$ cat config.mk
export PLATFORM = sky130hd
export DESIGN_NAME = switch_monitor_supervisor
export DESIGN_NICKNAME = d
export VERILOG_FILES = /design/src/shared/supervisor_pkg.sv /design/src/core/switch_monitor_supervisor.sv
export VERILOG_INCLUDE_DIRS = /design/src /design/src/shared
export SDC_FILE = /design/constraint.sdc
export NUM_CORES = 1
export LEC_CHECK = 0
export BUFFER_PORTS_ARGS = -buffer_cell sky130_fd_sc_hd__buf_2
export CAP_MARGIN = 20
export CORE_ASPECT_RATIO = 2
export CORE_MARGIN = 1
export CORE_UTILIZATION = 46
export CTS_BUF_LIST = sky130_fd_sc_hd__clkbuf_4
export CTS_CLUSTER_DIAMETER = 40
export DETAILED_ROUTE_END_ITERATION = 10
export HOLD_SLACK_MARGIN = 0.03
export PLACE_DENSITY = 0.71
export SETUP_SLACK_MARGIN = 0.3
export SYNTH_ARGS = -nofsm -noshare
export SYNTH_HDL_FRONTEND = slang
export SYNTH_SLANG_ARGS = --single-unit
$ cat constraint.sdc
create_clock -name clk_i -period 4.3 [get_ports clk_i]
set_input_delay 0.86 -clock clk_i [delete_from_list [all_inputs] [get_ports clk_i]]
set_output_delay 0.86 -clock clk_i [all_outputs]
set_load 0.005 [all_outputs]
$ cat src/shared/supervisor_regs.svh
`ifndef SUPERVISOR_REGS_SVH
`define SUPERVISOR_REGS_SVH

// Register byte offsets.
`define ADDR_MAIN 8'h00
`define ADDR_CCP 8'h04
`define ADDR_CFG 8'h08
`define ADDR_CAUSE 8'h0c
`define ADDR_STATUS 8'h10
`define ADDR_CRC 8'h14

// Main setup register fields.
`define MAIN_RUN 0
`define MAIN_CRC_KICK 1
`define MAIN_SW_RESET 2

// Interrupt cause register fields.
`define CAUSE_POR 0
`define CAUSE_CHK 1
`define CAUSE_UV 2
`define CAUSE_SSC 3
`define CAUSE_W 4

// Status register fields.
`define STAT_UV_LOW 0
`define STAT_MON 1
`define STAT_LINK 2
`define STAT_FAULT 3
`define STAT_POR 4
`define STAT_BITS_LO 8
`define STAT_BITS_HI 15

// Reset values.
`define CFG_RST 16'h0000
`define CCP_RST 8'h00
`define PINS_RST 8'h20

// Timing.
`define CLK_MHZ 125
`define INIT_TIME_US 40

`endif

$ cat src/shared/supervisor_pkg.sv
package supervisor_pkg;

    typedef enum logic [1:0] {
        ST_HOLD = 2'b00,
        ST_TRIM = 2'b01,
        ST_CHECK = 2'b10,
        ST_READY = 2'b11
    } seq_state_type;

    typedef struct packed {
        logic por_release;
        logic por_fall;
        logic uv_enter;
        logic uv_exit;
    } supply_ind_type;

    typedef struct packed {
        logic vdd_ok;
        logic reset_pin;
        logic cs_n;
        logic sclk;
        supply_ind_type supply;
    } pin_bus_type;

endpackage : supervisor_pkg

$ cat src/core/switch_monitor_supervisor.sv
// Notes on behaviour
// - Logic supply absent stops link, keeps registers.
// - Hold reset until supply release, then initialise.
// - After init raise interrupt and power-on flags.
// - Trim load, self-check; failure sets error flag.
// - Monitoring starts only once run bit set.
// - Running locks configuration except listed bits.
// - Checksum stays usable while monitoring runs.
// - Three reset sources all restore defaults.
// - Reset pin low is normal, high resets.
// - Reset pin high halts everything, clears registers.
// - Reset pin low again reinitialises, raises flags.
// - Software reset bit reinitialises with flag report.
// - Under-voltage entry stops currents and monitoring.
// - Under-voltage entry sets event, status, fault flag.
// - Frame end clears cause only if read.
// - Under-voltage keeps link, settings and status.
// - Under-voltage lasts until rise; single interrupt.
// - Under-voltage exit sets event, clears status.
// - Exit resumes polling from first channel.
// - First cycle after recovery sets baseline.
// - Supply below falling threshold fully resets.
`timescale 1ns/1ns
`include "supervisor_regs.svh"

module switch_monitor_supervisor
    import supervisor_pkg::*;
#(
    parameter int INIT_CYCLES = `INIT_TIME_US * `CLK_MHZ
) (
    input wire logic clk_i,
    input wire logic rst_i,
    input wire logic ce_i,
    input wire logic wb_cyc_i,
    input wire logic wb_stb_i,
    input wire logic wb_we_i,
    input wire logic [7:0] wb_adr_i,
    input wire logic [3:0] wb_sel_i,
    input wire logic [31:0] wb_dat_i,
    output logic [31:0] wb_dat_o,
    output logic wb_ack_o,
    input wire logic vdd_ok_i,
    input wire logic reset_pin_i,
    input wire logic cs_n_i,
    input wire logic sclk_i,
    input wire supply_ind_type supply_i,
    input wire logic selfcheck_ok_i,
    input wire logic poll_cycle_done_i,
    input wire logic switch_change_i,
    output logic int_n_o,
    output logic wetting_en_o,
    output logic monitor_en_o,
    output logic link_en_o,
    output logic trim_load_o,
    output logic poll_restart_o,
    output logic baseline_load_o,
    output logic por_flag_o,
    output logic fault_flag_o
);

    generate
        if (INIT_CYCLES < 2 || INIT_CYCLES > 65535) begin : g_bad
            $error("INIT_CYCLES must lie in 2..65535");
        end
    endgenerate

    // Pin inputs pass two flip-flops before any logic looks at them.
    pin_bus_type pin_raw;
    logic [7:0] sync1_r;
    logic [7:0] sync2_r;
    pin_bus_type pin_s;

    assign pin_raw = {vdd_ok_i, reset_pin_i, cs_n_i, sclk_i, supply_i};

    for (genvar i = 0; i < 8; i++) begin : g_sync
        always_ff @(posedge clk_i or posedge rst_i) begin
            if (rst_i) begin
                sync1_r[i] <= 1'(`PINS_RST >> i);
                sync2_r[i] <= 1'(`PINS_RST >> i);
            end else if (ce_i) begin
                sync1_r[i] <= pin_raw[i];
                sync2_r[i] <= sync1_r[i];
            end
        end
    end

    assign pin_s = sync2_r;

    logic cs_prev_r;
    logic sclk_prev_r;
    logic cs_fall;
    logic cs_rise;
    logic sclk_rise;

    always_ff @(posedge clk_i or posedge rst_i) begin
        if (rst_i) begin
            cs_prev_r <= 1'b1;
            sclk_prev_r <= 1'b0;
        end else if (ce_i) begin
            cs_prev_r <= pin_s.cs_n;
            sclk_prev_r <= pin_s.sclk;
        end
    end

    assign cs_fall = cs_prev_r && !pin_s.cs_n;
    assign cs_rise = !cs_prev_r && pin_s.cs_n;
    assign sclk_rise = !sclk_prev_r && pin_s.sclk && !pin_s.cs_n;

    // Supply power-on reset holds from power-up until the release level.
    logic por_hold_r;
    logic swrst_r;
    logic hold;

    always_ff @(posedge clk_i or posedge rst_i) begin
        if (rst_i) begin
            por_hold_r <= 1'b1;
        end else if (ce_i) begin
            if (pin_s.supply.por_fall) begin
                por_hold_r <= 1'b1;
            end else if (pin_s.supply.por_release) begin
                por_hold_r <= 1'b0;
            end
        end
    end

    assign hold = por_hold_r || pin_s.reset_pin || swrst_r;

    seq_state_type state_r;
    logic [15:0] init_cnt_r;
    logic init_done;
    logic check_fail;

    assign init_done = (state_r == ST_CHECK) && !hold;
    assign check_fail = init_done && !selfcheck_ok_i;

    always_ff @(posedge clk_i or posedge rst_i) begin
        if (rst_i) begin
            state_r <= ST_HOLD;
            init_cnt_r <= 16'h0000;
        end else if (ce_i) begin
            if (hold) begin
                state_r <= ST_HOLD;
                init_cnt_r <= 16'h0000;
            end else begin
                unique case (state_r)
                    ST_HOLD: begin
                        state_r <= ST_TRIM;
                    end
                    ST_TRIM: begin
                        init_cnt_r <= init_cnt_r + 16'h0001;
                        if (init_cnt_r == 16'(INIT_CYCLES - 1)) begin
                            state_r <= ST_CHECK;
                        end
                    end
                    ST_CHECK: begin
                        state_r <= ST_READY;
                    end
                    ST_READY: begin
                        state_r <= ST_READY;
                    end
                endcase
            end
        end
    end

    logic in_reset;
    logic link_ok;

    assign in_reset = (state_r == ST_HOLD);
    assign link_ok = pin_s.vdd_ok && !in_reset;

    // Classic Wishbone slave: one wait state, ack for one cycle.
    logic req;
    logic wr;
    logic rd;

    assign req = wb_cyc_i && wb_stb_i && !wb_ack_o;
    assign wr = req && wb_we_i && link_ok;
    assign rd = req && !wb_we_i && link_ok;

    logic run_r;
    logic [7:0] ccp_r;
    logic [15:0] cfg_r;
    logic [7:0] crc_r;

    always_ff @(posedge clk_i or posedge rst_i) begin
        if (rst_i) begin
            swrst_r <= 1'b0;
        end else if (ce_i) begin
            swrst_r <= wr && wb_sel_i[0] && (wb_adr_i == `ADDR_MAIN)
                && wb_dat_i[`MAIN_SW_RESET];
        end
    end

    always_ff @(posedge clk_i or posedge rst_i) begin
        if (rst_i) begin
            run_r <= 1'b0;
            ccp_r <= `CCP_RST;
        end else if (ce_i) begin
            if (in_reset) begin
                run_r <= 1'b0;
                ccp_r <= `CCP_RST;
            end else if (wr && wb_sel_i[0]) begin
                if (wb_adr_i == `ADDR_MAIN) begin
                    run_r <= wb_dat_i[`MAIN_RUN];
                end
                if (wb_adr_i == `ADDR_CCP) begin
                    ccp_r <= wb_dat_i[7:0];
                end
            end
        end
    end

    // Configuration is read-only while monitoring runs.
    always_ff @(posedge clk_i or posedge rst_i) begin
        if (rst_i) begin
            cfg_r <= `CFG_RST;
        end else if (ce_i) begin
            if (in_reset) begin
                cfg_r <= `CFG_RST;
            end else if (wr && !run_r && wb_adr_i == `ADDR_CFG) begin
                if (wb_sel_i[0]) begin
                    cfg_r[7:0] <= wb_dat_i[7:0];
                end
                if (wb_sel_i[1]) begin
                    cfg_r[15:8] <= wb_dat_i[15:8];
                end
            end
        end
    end

    // The checksum kick is honoured whatever the run bit says.
    always_ff @(posedge clk_i or posedge rst_i) begin
        if (rst_i) begin
            crc_r <= 8'h00;
        end else if (ce_i) begin
            if (in_reset) begin
                crc_r <= 8'h00;
            end else if (wr && wb_sel_i[0] && wb_adr_i == `ADDR_MAIN
                && wb_dat_i[`MAIN_CRC_KICK]) begin
                crc_r <= cfg_r[15:8] ^ cfg_r[7:0] ^ ccp_r;
            end
        end
    end

    // Under-voltage: entry and exit come from separate levels for hysteresis.
    logic uv_low_r;
    logic uv_in;
    logic uv_out;

    assign uv_in = !in_reset && !uv_low_r && pin_s.supply.uv_enter;
    assign uv_out = !in_reset && uv_low_r && pin_s.supply.uv_exit;

    always_ff @(posedge clk_i or posedge rst_i) begin
        if (rst_i) begin
            uv_low_r <= 1'b0;
        end else if (ce_i) begin
            if (in_reset) begin
                uv_low_r <= 1'b0;
            end else if (uv_in) begin
                uv_low_r <= 1'b1;
            end else if (uv_out) begin
                uv_low_r <= 1'b0;
            end
        end
    end

    logic mon_on;
    logic first_cycle_r;

    assign mon_on = run_r && !uv_low_r && (state_r == ST_READY);

    always_ff @(posedge clk_i or posedge rst_i) begin
        if (rst_i) begin
            first_cycle_r <= 1'b0;
        end else if (ce_i) begin
            if (in_reset) begin
                first_cycle_r <= 1'b0;
            end else if (uv_out) begin
                first_cycle_r <= 1'b1;
            end else if (mon_on && poll_cycle_done_i) begin
                first_cycle_r <= 1'b0;
            end
        end
    end

    // Interrupt cause: a new event in the clearing cycle survives the clear.
    logic [`CAUSE_W-1:0] cause_r;
    logic [`CAUSE_W-1:0] cause_set;
    logic [`CAUSE_W-1:0] cause_nxt;
    logic cause_read_r;
    logic ssc_hit;

    assign ssc_hit = mon_on && ((first_cycle_r && poll_cycle_done_i)
        || (!first_cycle_r && switch_change_i));

    always_comb begin
        cause_set = '0;
        cause_set[`CAUSE_POR] = init_done;
        cause_set[`CAUSE_CHK] = check_fail;
        cause_set[`CAUSE_UV] = uv_in || uv_out;
        cause_set[`CAUSE_SSC] = ssc_hit;
        if (in_reset) begin
            cause_nxt = '0;
        end else if (cs_rise && cause_read_r) begin
            cause_nxt = cause_set;
        end else begin
            cause_nxt = cause_r | cause_set;
        end
    end

    always_ff @(posedge clk_i or posedge rst_i) begin
        if (rst_i) begin
            cause_r <= '0;
            int_n_o <= 1'b1;
        end else if (ce_i) begin
            cause_r <= cause_nxt;
            int_n_o <= ~(|cause_nxt);
        end
    end

    always_ff @(posedge clk_i or posedge rst_i) begin
        if (rst_i) begin
            cause_read_r <= 1'b0;
        end else if (ce_i) begin
            if (in_reset || cs_rise) begin
                cause_read_r <= 1'b0;
            end else if (rd && !pin_s.cs_n && wb_adr_i == `ADDR_CAUSE) begin
                cause_read_r <= 1'b1;
            end
        end
    end

    // Link clock edges counted per frame, reported in the status register.
    logic [7:0] bits_r;

    always_ff @(posedge clk_i or posedge rst_i) begin
        if (rst_i) begin
            bits_r <= 8'h00;
        end else if (ce_i) begin
            if (!link_ok || cs_fall) begin
                bits_r <= 8'h00;
            end else if (sclk_rise) begin
                bits_r <= bits_r + 8'h01;
            end
        end
    end

    logic [31:0] rdata;

    always_comb begin
        rdata = 32'h0000_0000;
        case (wb_adr_i)
            `ADDR_MAIN: rdata[`MAIN_RUN] = run_r;
            `ADDR_CCP: rdata[7:0] = ccp_r;
            `ADDR_CFG: rdata[15:0] = cfg_r;
            `ADDR_CAUSE: rdata[`CAUSE_W-1:0] = cause_r;
            `ADDR_STATUS: begin
                rdata[`STAT_UV_LOW] = uv_low_r;
                rdata[`STAT_MON] = mon_on;
                rdata[`STAT_LINK] = link_ok;
                rdata[`STAT_FAULT] = uv_low_r;
                rdata[`STAT_POR] = cause_r[`CAUSE_POR];
                rdata[`STAT_BITS_HI:`STAT_BITS_LO] = bits_r;
            end
            `ADDR_CRC: rdata[7:0] = crc_r;
            default: rdata = 32'h0000_0000;
        endcase
    end

    always_ff @(posedge clk_i or posedge rst_i) begin
        if (rst_i) begin
            wb_ack_o <= 1'b0;
            wb_dat_o <= 32'h0000_0000;
        end else if (ce_i) begin
            wb_ack_o <= req;
            if (rd) begin
                wb_dat_o <= rdata;
            end else if (req) begin
                wb_dat_o <= 32'h0000_0000;
            end
        end
    end

    always_ff @(posedge clk_i or posedge rst_i) begin
        if (rst_i) begin
            wetting_en_o <= 1'b0;
            monitor_en_o <= 1'b0;
            link_en_o <= 1'b0;
            trim_load_o <= 1'b0;
            poll_restart_o <= 1'b0;
            baseline_load_o <= 1'b0;
            por_flag_o <= 1'b0;
            fault_flag_o <= 1'b0;
        end else if (ce_i) begin
            wetting_en_o <= mon_on;
            monitor_en_o <= mon_on;
            link_en_o <= link_ok;
            trim_load_o <= (state_r == ST_TRIM);
            poll_restart_o <= uv_out && run_r;
            baseline_load_o <= mon_on && first_cycle_r && poll_cycle_done_i;
            por_flag_o <= cause_nxt[`CAUSE_POR];
            fault_flag_o <= uv_low_r;
        end
    end

endmodule : switch_monitor_supervisor

==> impl_results.md, run 1 <==
- Post-synth EDFFs: 0
- First-pass GRT wire length: 21300 um
- Vias in the first global route: 4205
- Critical Path Max Stage Delay: 0.54 ns
- Pin count of the biggest net entering global routing: 84
- Setup crit end kind: register
- Setup violations, final: 0
- Peak VDD IR: ~0.24 mV
- H-tree depth: 3
- Final Hold Fails: 0
- Die Span X: approximately 79 um
- Drt first-iter violations: 313
- Port-buffer cells: 68
- Worst setup margin: a little over 2 ns
- Chip Height: around 160 um
- Routed Antenna Nets: 0
- Synth Flop Type: dfrtp_1
- DRT Pass-1 Iters: 5
- Setup bufs post-CTS: 0
- # rows: 56
- Compound-Gate Fraction of Synth Area: 14.8%
- Post-CTS Resized: 0
- Status: completed
- Avg Cell Area, Syn: roughly 10 um^2
- Static Leak: 0.00285 uW
- P per Cell Area: between 300 and 400 mW/mm^2
- DRC: 0
- Fmax: 441 MHz
- Clock Root Buffer: clkbuf_4
- Initial antenna violation count: 1
- CP Data Required Time: 4.69 ns
- DR vias/cell: 5.78
- Fin nets: ~650
- Worst setup path class: in2reg
- Post-synthesis sequential area ratio: between 50% and 60%
- CTS sink count: 110
- Post-synthesis cell type count: 61
- Worst-Margin Slew: 1.08 ns
- Setup Skew: 0.0170 ns
- CTS Buf Count: 9
- Worst-path clk slew: around 0.15 ns
- Fin. max-slew vios: 0
- Worst-skew pair later-pin latency: 0.47 ns
- Top-count cell post-synth: dfrtp_1
- Largest family of logic cells by synthesized area: simple AND/OR/NAND/NOR gates
- Setup TNS: 0 ns
- Dpl ws: 1.59 ns
- Largest cells by area after synthesis: dfrtp_1, mux2i_1, mux2_2
- Hold-fix buffers at CTS: 0
- Synth Area in XOR/XNOR: 3.97%
- Worst Hold Class: in2async
- Yosys top cell by area: dfrtp_1
- Unrepaired setup endpoints after global routing: false
- Detailed placement HPWL: between 9000 and 10000 um
- Post-Syn Area: between 0.005 and 0.006 mm^2
- Mux share of post-synthesis cell area: 9.44%
- Die area: between 0.01 and 0.015 mm^2
- Yosys top cell area share: 47.7%
- Mapped Cells: 530
- CP cell instances: buf_2, nor4b_1, nand4_1, nor3_4, mux2i_1
- Area Overhead vs Synth: 9.97%
- CTS tree: built
- Gr usage total: 22.4%
- Area share of and/or/nand/nor cells after synthesis: 15.8%
- Synth Area in Adders: less than 1%
- Rel. slew slack: 27.6%
- Ports: between 100 and 150
- Final core occ: about 52%
- Maximum clock path buffer count: 2
- Tmin final: approximately 2.3 ns
- R2R depth: 4
- DR vias: 4280
- Startpoint class of the critical path: input port
- Initial core utilization: between 40% and 50%
- Core ar.: about 0.012 mm^2
- Final period util: between 50% and 60%
- Final GP Congestion: 0.892
- FFs w/ async S/R, synth: 100%
- Synthesized flop and latch total: 110
- WL per Instance: between 15 and 20 um
- Share of layout cells above drive strength 1: 21.0%
- Max_cap viols: 0
- DRT Wirelength: 13100 um
- Critical Path Slowest Stage Cell: nor3_4
- Top post-synthesis cells by count: dfrtp_1, nand2_1, o21ai_0
- Global route overflow: 0
- CP max FO: 16
- Arrival @ worst endpoint: 2.66 ns
- Yosys Warn Count: 0
placed cells by master (no fill, tap or decap), drive strengths merged, types with 8 or more instances in the layout:
master	synthesis	routed
a21oi	17	17
a22oi	12	12
xor2	12	12
inv	18	18
or4	9	9
nor2	22	22
nand3	15	15
xnor2	13	13
a22o	18	18
nand2	63	63
clkbuf	17	11
o21ai	34	34
mux2	22	22
conb	1	16
nor3	8	8
nand4	9	9
mux2i	25	25
buf	24	74
o31ai	8	8
dfrtp	105	105
sequential cells by signal, summed over array words and instances, names as in the netlist, 2 cells and up:
register / flops
cfg_r: 16
ccp_r: 8
wb_dat_o: 16
pin_s: 8
state_r: 2
cause_r: 4
crc_r: 8
init_cnt_r: 16
sync1_r: 8
bits_r: 8
per-stage QoR:
step | power (uW) | area (um^2) | std cells | hold WS [ns]
2_1_floorplan | 1290 | 5570 | 545 | 0.449
3_3_place_gp | 1350 | 5900 | 722 | 0.460
3_5_place_dp | 1360 | 5900 | 722 | 0.468
4_1_cts | 1860 | 6030 | 738 | 0.501
5_1_grt | 1940 | 6060 | 740 | 0.357
6_report | 1860 | 6060 | 740 | 0.347
metal layers:
| metal | GRT usage (%) | share of wire, % |
|---|---|---|
| met5 | 0 | 0 |
| met4 | 11.4 | 3.8 |
| met3 | 3.21 | 4.1 |
| met2 | 40.1 | 54 |
| met1 | 25.4 | 38 |
cell families (layout without fill, tap and decap cells):
logic type	count (synthesis)	in the layout
AOI/OAI and AO/OA	120	120
other	1	17
muxes	48	48
buffers and inverters	59	108
and+or+nand+nor	165	165
DFF	110	110
xor gates and xnor gates	25	25
adders and majority gates	2	2
critical path, delay by kind of cell:
| kind | cells | cell delay (ns) |
|---|---|---|
| AND/OR/NAND/NOR | 3 | 1.33 |
| buffers and inverters | 1 | 0.20 |
| multiplexers | 1 | 0.26 |
area by class of cell:
class | count | area (um^2)
fillers | 1069 | 5640
repair buffers | 74 | 405
clock buffers | 11 | 82.6
clock inverters | 5 | 50.0
inverters | 18 | 70.1
well taps | 145 | 181
diodes | 1 | 2.50
flip-flops and latches | 110 | 2760
multi-input cells | 376 | 2510
where the power goes:
group	switching (uW)	internal (uW)
Clock	325	186
Sequential	35.5	1080
Combinational	142	85.4
path summary, 6_finish.rpt:
| path | startpoint | to | slack [ns] |
|---|---|---|---|
| max | wb_adr_i[2] | cfg_r[8]$_DFFE_PP0P_ | 2.03 |
| min | rst_i | sync1_r[6]$_DFFE_PP0P_ | 0.35 |
| max reg2reg | run_r$_DFFE_PP0P_ | cfg_r[8]$_DFFE_PP0P_ | 2.17 |
| min reg2reg | wb_dat_o[9]$_DFFE_PP0P_ | wb_dat_o[9]$_DFFE_PP0P_ | 0.49 |
| max in group asynchronous | rst_i | por_hold_r$_DFFE_PP1P_ | 3.03 |
| min in group clk_i | wb_dat_o[9]$_DFFE_PP0P_ | wb_dat_o[9]$_DFFE_PP0P_ | 0.49 |
Power figures use the tool's default switching activity.
==> inputs of run 2 (changes only) <==
--- a/config.mk
+++ b/config.mk
@@ -6,6 +6,7 @@
 export SDC_FILE = /design/constraint.sdc
 export NUM_CORES = 1
 export LEC_CHECK = 0
+export ABC_AREA = 1
 export BUFFER_PORTS_ARGS = -buffer_cell sky130_fd_sc_hd__buf_2
 export CAP_MARGIN = 20
 export CORE_ASPECT_RATIO = 2
@@ -15,7 +16,7 @@
 export CTS_CLUSTER_DIAMETER = 40
 export DETAILED_ROUTE_END_ITERATION = 10
 export HOLD_SLACK_MARGIN = 0.03
-export PLACE_DENSITY = 0.71
+export PLACE_DENSITY = 0.73
 export SETUP_SLACK_MARGIN = 0.3
 export SYNTH_ARGS = -nofsm -noshare
 export SYNTH_HDL_FRONTEND = slang
==> constraint.sdc (replaced) <==
create_clock -name clk_i -period 2.05 [get_ports clk_i]
set_input_delay 0.41 -clock clk_i [delete_from_list [all_inputs] [get_ports clk_i]]
set_output_delay 0.41 -clock clk_i [all_outputs]
set_load 0.005 [all_outputs]
==> impl_results.md, run 2 <==
- Status: completed
- Final GP Congestion: 0.951 (+6.6%)
- Largest cells by area after synthesis: dfrtp_1, nand2_1, inv_1
- Tmin final: approximately 1.7 ns
- Fin. max-slew vios: 0 (unchanged)
- Worst setup path class: reg2reg
- Unrepaired setup endpoints after global routing: true
- Clock Root Buffer: clkbuf_4
- Synth Flop Type: dfrtp_1
- Top post-synthesis cells by count: nand2_1, dfrtp_1, inv_1
- Comb power frac: 29.2% (+17 points)
- Hold slack: 0.110 ns (-0.237 ns)
- # rows: 60 (+7.1%)
- Pin count of the biggest net entering global routing: 60 (-29%)
- Fin nets: 979 (+50%)
- Final Hold Fails: 0 (unchanged)
- DRT Wirelength: 16200 um (+24%)
- CTS Buf Count: 9 (unchanged)
- Critical Path Slowest Stage Cell: dfrtp_1
- Share of layout cells above drive strength 1: 16.9% (-4.1 points)
- Commonest non-fill, non-tap cell in the layout: nand2_1
- Synthesized flop and latch total: 110 (unchanged)
- CTS sink count: 110 (unchanged)
- Setup violations, final: 0 (unchanged)
- DRT Pass-1 Iters: 5 (unchanged)
- Share of power burned in registers: 50.9% (-9.2 points)
- Switching Fraction: 40.5% (+13 points)
- Post-synth EDFFs: 0 (unchanged)
- Core ar.: 0.0134 mm^2 (+15%)
- Critical Path Max Stage Delay: 0.44 ns (-0.10 ns)
- P per Cell Area: 822 mW/mm^2 (+170%)
- Routed Antenna Nets: 0 (unchanged)
- Startpoint class of the critical path: register
- Post-Syn Area: 0.00634 mm^2 (+15%)
- Setup TNS: 0 ns (unchanged)
- CP max FO: 8 (-8)
- Avg Cell Area, Syn: 7.52 um^2 (-28%)
- Vias in the first global route: 5549 (+32%)
- Static Leak: 0.00367 uW (+29%)
- Worst-path clk slew: 0.21 ns (+0.06 ns)
- H-tree depth: 3 (unchanged)
- Die Span X: 85.0 um (+7.1%)
- Setup Skew: 0.0245 ns (+0.00751 ns)
- Arrival @ worst endpoint: 2.07 ns (-0.59 ns)
- Max_cap viols: 0 (unchanged)
- Worst Hold Class: in2reg
- Gr usage total: 23.4% (+1.0 points)
- FFs w/ async S/R, synth: 100% (unchanged)
- DR vias/cell: 5.32 (-8.1%)
- Dpl ws: 0.276 ns (-1.31 ns)
- Sw Pwr: 2310 uW (+360%)
- Detailed placement HPWL: 12300 um (+26%)
- Top-count cell post-synth: nand2_1
- Initial core utilization: 47.2% (+0.11 points)
- Final period util: 80.6%
- Yosys Warn Count: 0 (unchanged)
- WL per Instance: 15.1 um (-15%)
- Setup crit end kind: register
- Yosys top cell area share: 41.4% (-6.3 points)
- Most frequent cells in the layout: nand2_1, dfrtp_1, inv_1
- Internal power: 3400 uW (+150%)
- DRC: 0 (unchanged)
- Post-synthesis cell type count: 44 (-28%)
- Mapped Cells: 844 (+59%)
- Chip Height: 168 um (+7.2%)
- Drt first-iter violations: 309 (-1.3%)
- CTS tree: built
- Initial antenna violation count: 1 (unchanged)
- Area Overhead vs Synth: 9.45%
- Yosys top cell by area: dfrtp_1
- Ports: 103 (unchanged)
- CP Data Required Time: 2.47 ns (-2.22 ns)
- Maximum clock path buffer count: 2 (unchanged)
- Die area: 0.0143 mm^2 (+15%)
- Global route overflow: 0 (unchanged)
- CP cell instances: inv_1, nand2_4, buf_4, nand2_1, nand3_4, nand2_2, o21ai_2
- Fmax: 605 MHz
- Largest regs: cfg_r (16), init_cnt_r (16), wb_dat_o (16)
- First-pass GRT wire length: 26200 um (+23%)
- Clock Power Share: 19.9% (-7.7 points)
- Post-synthesis sequential area ratio: 43.5% (-6.6 points)
- Peak VDD IR: 0.355 mV (+49%)
- Worst setup margin: 0.398 ns (-1.64 ns)
- R2R Setup Slk: 0.40 ns (-1.77 ns)
- DR vias: 5727 (+34%)
- Worst-skew pair later-pin latency: 0.50 ns (+0.03 ns)
- Port-buffer cells: 68 (unchanged)
run 2: cell count changes after synthesis, moves of 10 or more:
| cell | previous run | this run |
|---|---|---|
| inv_1 | 18 | 100 |
| a22o_1 | 18 | 0 |
| nand4_1 | 8 | 51 |
| a22oi_1 | 12 | 1 |
| nand2_1 | 63 | 285 |
| xnor2_1 | 13 | 0 |
| nand3_1 | 15 | 68 |
| o21ai_0 | 33 | 47 |
| mux2_2 | 22 | 0 |
| clkbuf_1 | 17 | 5 |
| mux2i_1 | 25 | 0 |
| nor2_1 | 21 | 60 |
| xor2_1 | 12 | 2 |
run 2: final cells by class:
type                            instances  area [um^2]
Antenna cell                            1         2.50
Sequential cell                       110         2760
Tap cell                              155          194
Timing Repair Buffer                   84          500
Multi-Input combinational cell        603         2940
Clock inverter                          7         72.6
Clock buffer                            9         67.6
Fill cell                            1361         6490
Inverter                              108          409
run 2: per-layer routing:
layer  GRT usage (%)  routed length, um  part of all wire [%]  vias to the layer above
met2            43.8               8790                    54                      155
met4            15.0               1010                   6.2                        0
li1                -                  -                     -                     2830
met5               0                  0                     0                        -
met1            24.0               5920                    37                     2685
met3            2.94                498                   3.1                       57
run 2: timing repair:
action	in CTS	in global routing
endpoints found under the setup margin	0	29
endpoints found under the hold margin	14	0
hold buffers	1	0
resized for setup	0	4
buffers inserted	0	2
run 2: worst paths after layout:
kind	start	end	cells after the start
max	state_r[1]$_DFFE_PP0P_	ccp_r[6]$_DFFE_PP0P_	7
max reg2reg	state_r[1]$_DFFE_PP0P_	ccp_r[6]$_DFFE_PP0P_	7
min in group asynchronous	rst_i	sync1_r[3]$_DFFE_PP0P_	3
min	supply_i[3]	sync1_r[3]$_DFFE_PP0P_	3
max in group asynchronous	rst_i	cs_prev_r$_DFFE_PP1P_	4
min reg2reg	sync1_r[5]$_DFFE_PP1P_	sync1_r[5]$_DFFE_PP1P_	2
run 2: critical path: cells and delay by family, from the launching register on:
family / cells / cell delay [ns]
buf+inv: 2 / 0.40
flops: 1 / 0.44
compound gates: 1 / 0.05
simple gates: 4 / 0.70
run 2: power groups by stage:
stage	registers (uW)	clock network, uW	logic (uW)
after floorplan	2810	0	1340
after global placement	2930	0	1560
after detailed placement	2940	0	1600
after CTS	2900	1150	1610
after global routing	2950	1230	1900
final	2900	1140	1670
run 2: cell families (layout without fill, tap and decap cells):
family	after synthesis	after routing	share of synthesized area, %
and+or+nand+nor	501	503	37.1
buffers and inverters	148	208	11.5
DFF	110	110	43.5
AOI/OAI and AO/OA	80	80	7.18
adders and majority gates	2	2	0.394
xor gates and xnor gates	2	2	0.276
other	1	17	0.0591
run 2: through the flow:
step / std cells / util [%] / power [uW] / instance area [um^2]
2_1_floorplan: 859 / - / 4150 / 6400
3_3_place_gp: 1055 / 50.2 / 4490 / 6750
3_5_place_dp: 1055 / 50.2 / 4550 / 6750
4_1_cts: 1072 / 51.3 / 5660 / 6900
5_1_grt: 1077 / 51.7 / 6080 / 6940
6_report: 1077 / 51.7 / 5710 / 6940
==> inputs of run 3 (changes only) <==
==> constraint.sdc (replaced) <==
create_clock -name clk_i -period 1.4 [get_ports clk_i]
set_input_delay 0.28 -clock clk_i [delete_from_list [all_inputs] [get_ports clk_i]]
set_output_delay 0.28 -clock clk_i [all_outputs]
set_load 0.005 [all_outputs]
==> impl_results.md, run 3 (synthesis gave the netlist of run 2 again) <==
- Tmin final: 1.51 ns (-0.146 ns)
- Worst setup path class: reg2reg
- Most used cell, CP: nand2_8
- Pin count of the biggest net entering global routing: 62 (+3.3%)
- Gr usage total: 26.8% (+3.3 points)
- Initial core utilization: 47.2% (unchanged)
- Most frequent cells in the layout: nand2_1, dfrtp_1, inv_1
- DRT Wirelength: 19000 um (+17%)
- CP cell instances: inv_2, nand2_8, nand2_8, nor2_8, nand3_4, nand2_8, nand3_4, nand2_1, nand2_1
- Area Overhead vs Synth: 35.0%
- WP buf/inv: 1 (-1)
- Setup crit start: state_r[1]$_DFFE_PP0P_
- Worst Hold Class: in2reg
- Share of layout cells above drive strength 1: 34.7% (+18 points)
- CP Data Required Time: 1.79 ns (-0.68 ns)
- Placed instance count: 1106 (+4.8%)
- Core ar.: 0.0134 mm^2 (unchanged)
- Clock Root Buffer: clkbuf_4
- Reg-to-reg startpoint: state_r[1]$_DFFE_PP0P_
- Critical Path Slowest Stage Cell: dfrtp_1
- Die Span X: 85.0 um (unchanged)
- Arrival @ worst endpoint: 1.90 ns (-0.17 ns)
- CP max FO: 8 (unchanged)
- Setup Skew: 0.0303 ns (+0.00576 ns)
- Largest regs: cfg_r (16), init_cnt_r (16), wb_dat_o (16)
- DR vias/cell: 5.32 (about the same)
- Ports: 103 (unchanged)
- Switching Fraction: 40.2% (-0.32 points)
- CTS Buf Count: 9 (unchanged)
- CTS sink count: 110 (unchanged)
- # rows: 60 (unchanged)
- Global route overflow: 0 (unchanged)
- Post-route insts no fill: 1192 (+11%)
- P per Cell Area: 1130 mW/mm^2 (+38%)
- Clock Power Share: 17.0% (-2.9 points)
- Share of power burned in registers: 44.1% (-6.8 points)
- Worst r2r dst: crc_r[0]$_DFFE_PP0P_
- Fmax: 664 MHz (+9.7%)
- DRT Pass-1 Iters: 5 (unchanged)
- Worst setup margin: -0.106 ns (-0.504 ns)
- Detailed placement HPWL: 13100 um (+6.2%)
- Peak VDD IR: 0.671 mV (+89%)
- WL per Instance: 16.0 um (+6.0%)
- Fin. max-slew vios: 0 (unchanged)
- Sw Pwr: 3900 uW (+69%)
- DR vias: 6344 (+11%)
- Setup crit end kind: register
- Final GP Congestion: 0.960 (+0.91%)
- Worst-path clk slew: 0.18 ns (-0.03 ns)
- R2R depth: 9 (+2)
- Maximum clock path buffer count: 2 (unchanged)
- Initial antenna violation count: 1 (unchanged)
- Fillers: 1090 (-20%)
- Unrepaired setup endpoints after global routing: true
- H-tree depth: 3 (unchanged)
- Final Hold Fails: 0 (unchanged)
- Internal power: 5800 uW (+71%)
- Port-buffer cells: 68 (unchanged)
- Drt first-iter violations: 474 (+53%)
- Startpoint class of the critical path: register
- Routed Antenna Nets: 0 (unchanged)
- Violated checks: negative setup slack
- Final period util: 108% (+27 points)
- Vias in the first global route: 6238 (+12%)
- Static Leak: 0.00442 uW (+20%)
- Setup violations, final: 66 (+66)
- Die area: 0.0143 mm^2 (unchanged)
- First-pass GRT wire length: 29600 um (+13%)
- Chip Height: 168 um (unchanged)
- CTS tree: built
- Commonest non-fill, non-tap cell in the layout: nand2_1
- DRC: 0 (unchanged)
- Final core occ: 63.7% (+12 points)
- CP delay by family, top: simple AND/OR/NAND/NOR gates
- Critical Path Max Stage Delay: 0.41 ns (-0.03 ns)
- Max_cap viols: 0 (unchanged)
- Worst-skew pair later-pin latency: 0.52 ns (+0.02 ns)
- Fin nets: 1094 (+12%)
- Status: finished, violations left
- Hold slack: 0.0385 ns (-0.0712 ns)
- R2R Setup Slk: -0.11 ns (-0.50 ns)
- Number of cells on the critical path: 9 (+2)
- Crit path to: crc_r[0]$_DFFE_PP0P_
- Comb power frac: 38.9% (+9.7 points)
[run 3: changes by cell type in the layout (fill, tap and decap cells not counted), sizes merged]
cell         delta
clkbuf          +1
inv             -2
dlygate4sd3    +11
clkinv          +1
buf           +103
bufbuf          +1
[run 3: cell type report]
cell class	instances	area, um^2	area share (%)
Multi-Input combinational cell	603	3430	40.0
Sequential cell	110	2760	32.3
Timing Repair Buffer	199	1600	18.7
Inverter	108	432	5.04
Tap cell	155	194	2.26
Clock buffer	10	75.1	0.877
Clock inverter	6	62.6	0.731
Antenna cell	1	2.50	0.0292
[run 3: worst min-delay path, stage by stage]
cell and delay, ns:
buf_2 0.09, nand2_1 0.09, o21ai_2 0.06
[run 3: power by group through the flow]
stage	Clock, uW	Combinational (uW)	Sequential (uW)
floorplan	0	2100	4130
global placement	0	2720	4300
detailed placement	0	2790	4310
CTS	1640	3490	4250
global route	1780	4120	4350
finish	1650	3780	4280
[run 3: per-stage QoR]
step / setup slack [ns] / power (uW) / area (um^2) / TNS, ns
3_5_place_dp: -0.208 / 7100 / 7280 / -6.24
3_3_place_gp: -0.199 / 7020 / 7280 / -6.03
4_1_cts: -0.0930 / 9390 / 8220 / -2.32
5_1_grt: -0.206 / 10200 / 8560 / -9.99
6_report: -0.106 / 9710 / 8560 / -4.01
2_1_floorplan: -0.205 / 6230 / 6550 / -21.75
[run 3: how the worst min path moves through the flow]
stage | slack [ns] | depth (start not counted) | startpoint | to
3_3_place_gp | 0.41 | 3 | rst_i | bits_r[4]$_DFFE_PP0P_
6_report | 0.04 | 3 | wb_dat_i[4] | ccp_r[4]$_DFFE_PP0P_
5_1_grt | 0.03 | 3 | wb_dat_i[4] | ccp_r[4]$_DFFE_PP0P_
2_1_floorplan | 0.38 | 2 | cs_n_i | sync1_r[5]$_DFFE_PP1P_
3_5_place_dp | 0.41 | 3 | rst_i | bits_r[4]$_DFFE_PP0P_
4_1_cts | 0.03 | 3 | wb_dat_i[4] | ccp_r[4]$_DFFE_PP0P_
[run 3: metal layers]
| layer | up-vias | share of wire [%] | global-route usage (%) |
|---|---|---|---|
| li1 | 3063 | - | - |
| met1 | 2968 | 35 | 27.7 |
| met2 | 222 | 55 | 49.7 |
| met3 | 91 | 3.5 | 2.94 |
| met4 | 0 | 6.5 | 17.7 |
| met5 | - | 0 | 0 |
[run 3: timing repair]
item                                    4_1_cts  5_1_grt
cloned                                        4        0
hold buffers                                 11        1
gates resized for setup                     102       55
endpoints found under the setup margin      113      115
pin swaps                                    31        8
hold endpoints to repair                    115        1
buffers inserted                             33       20
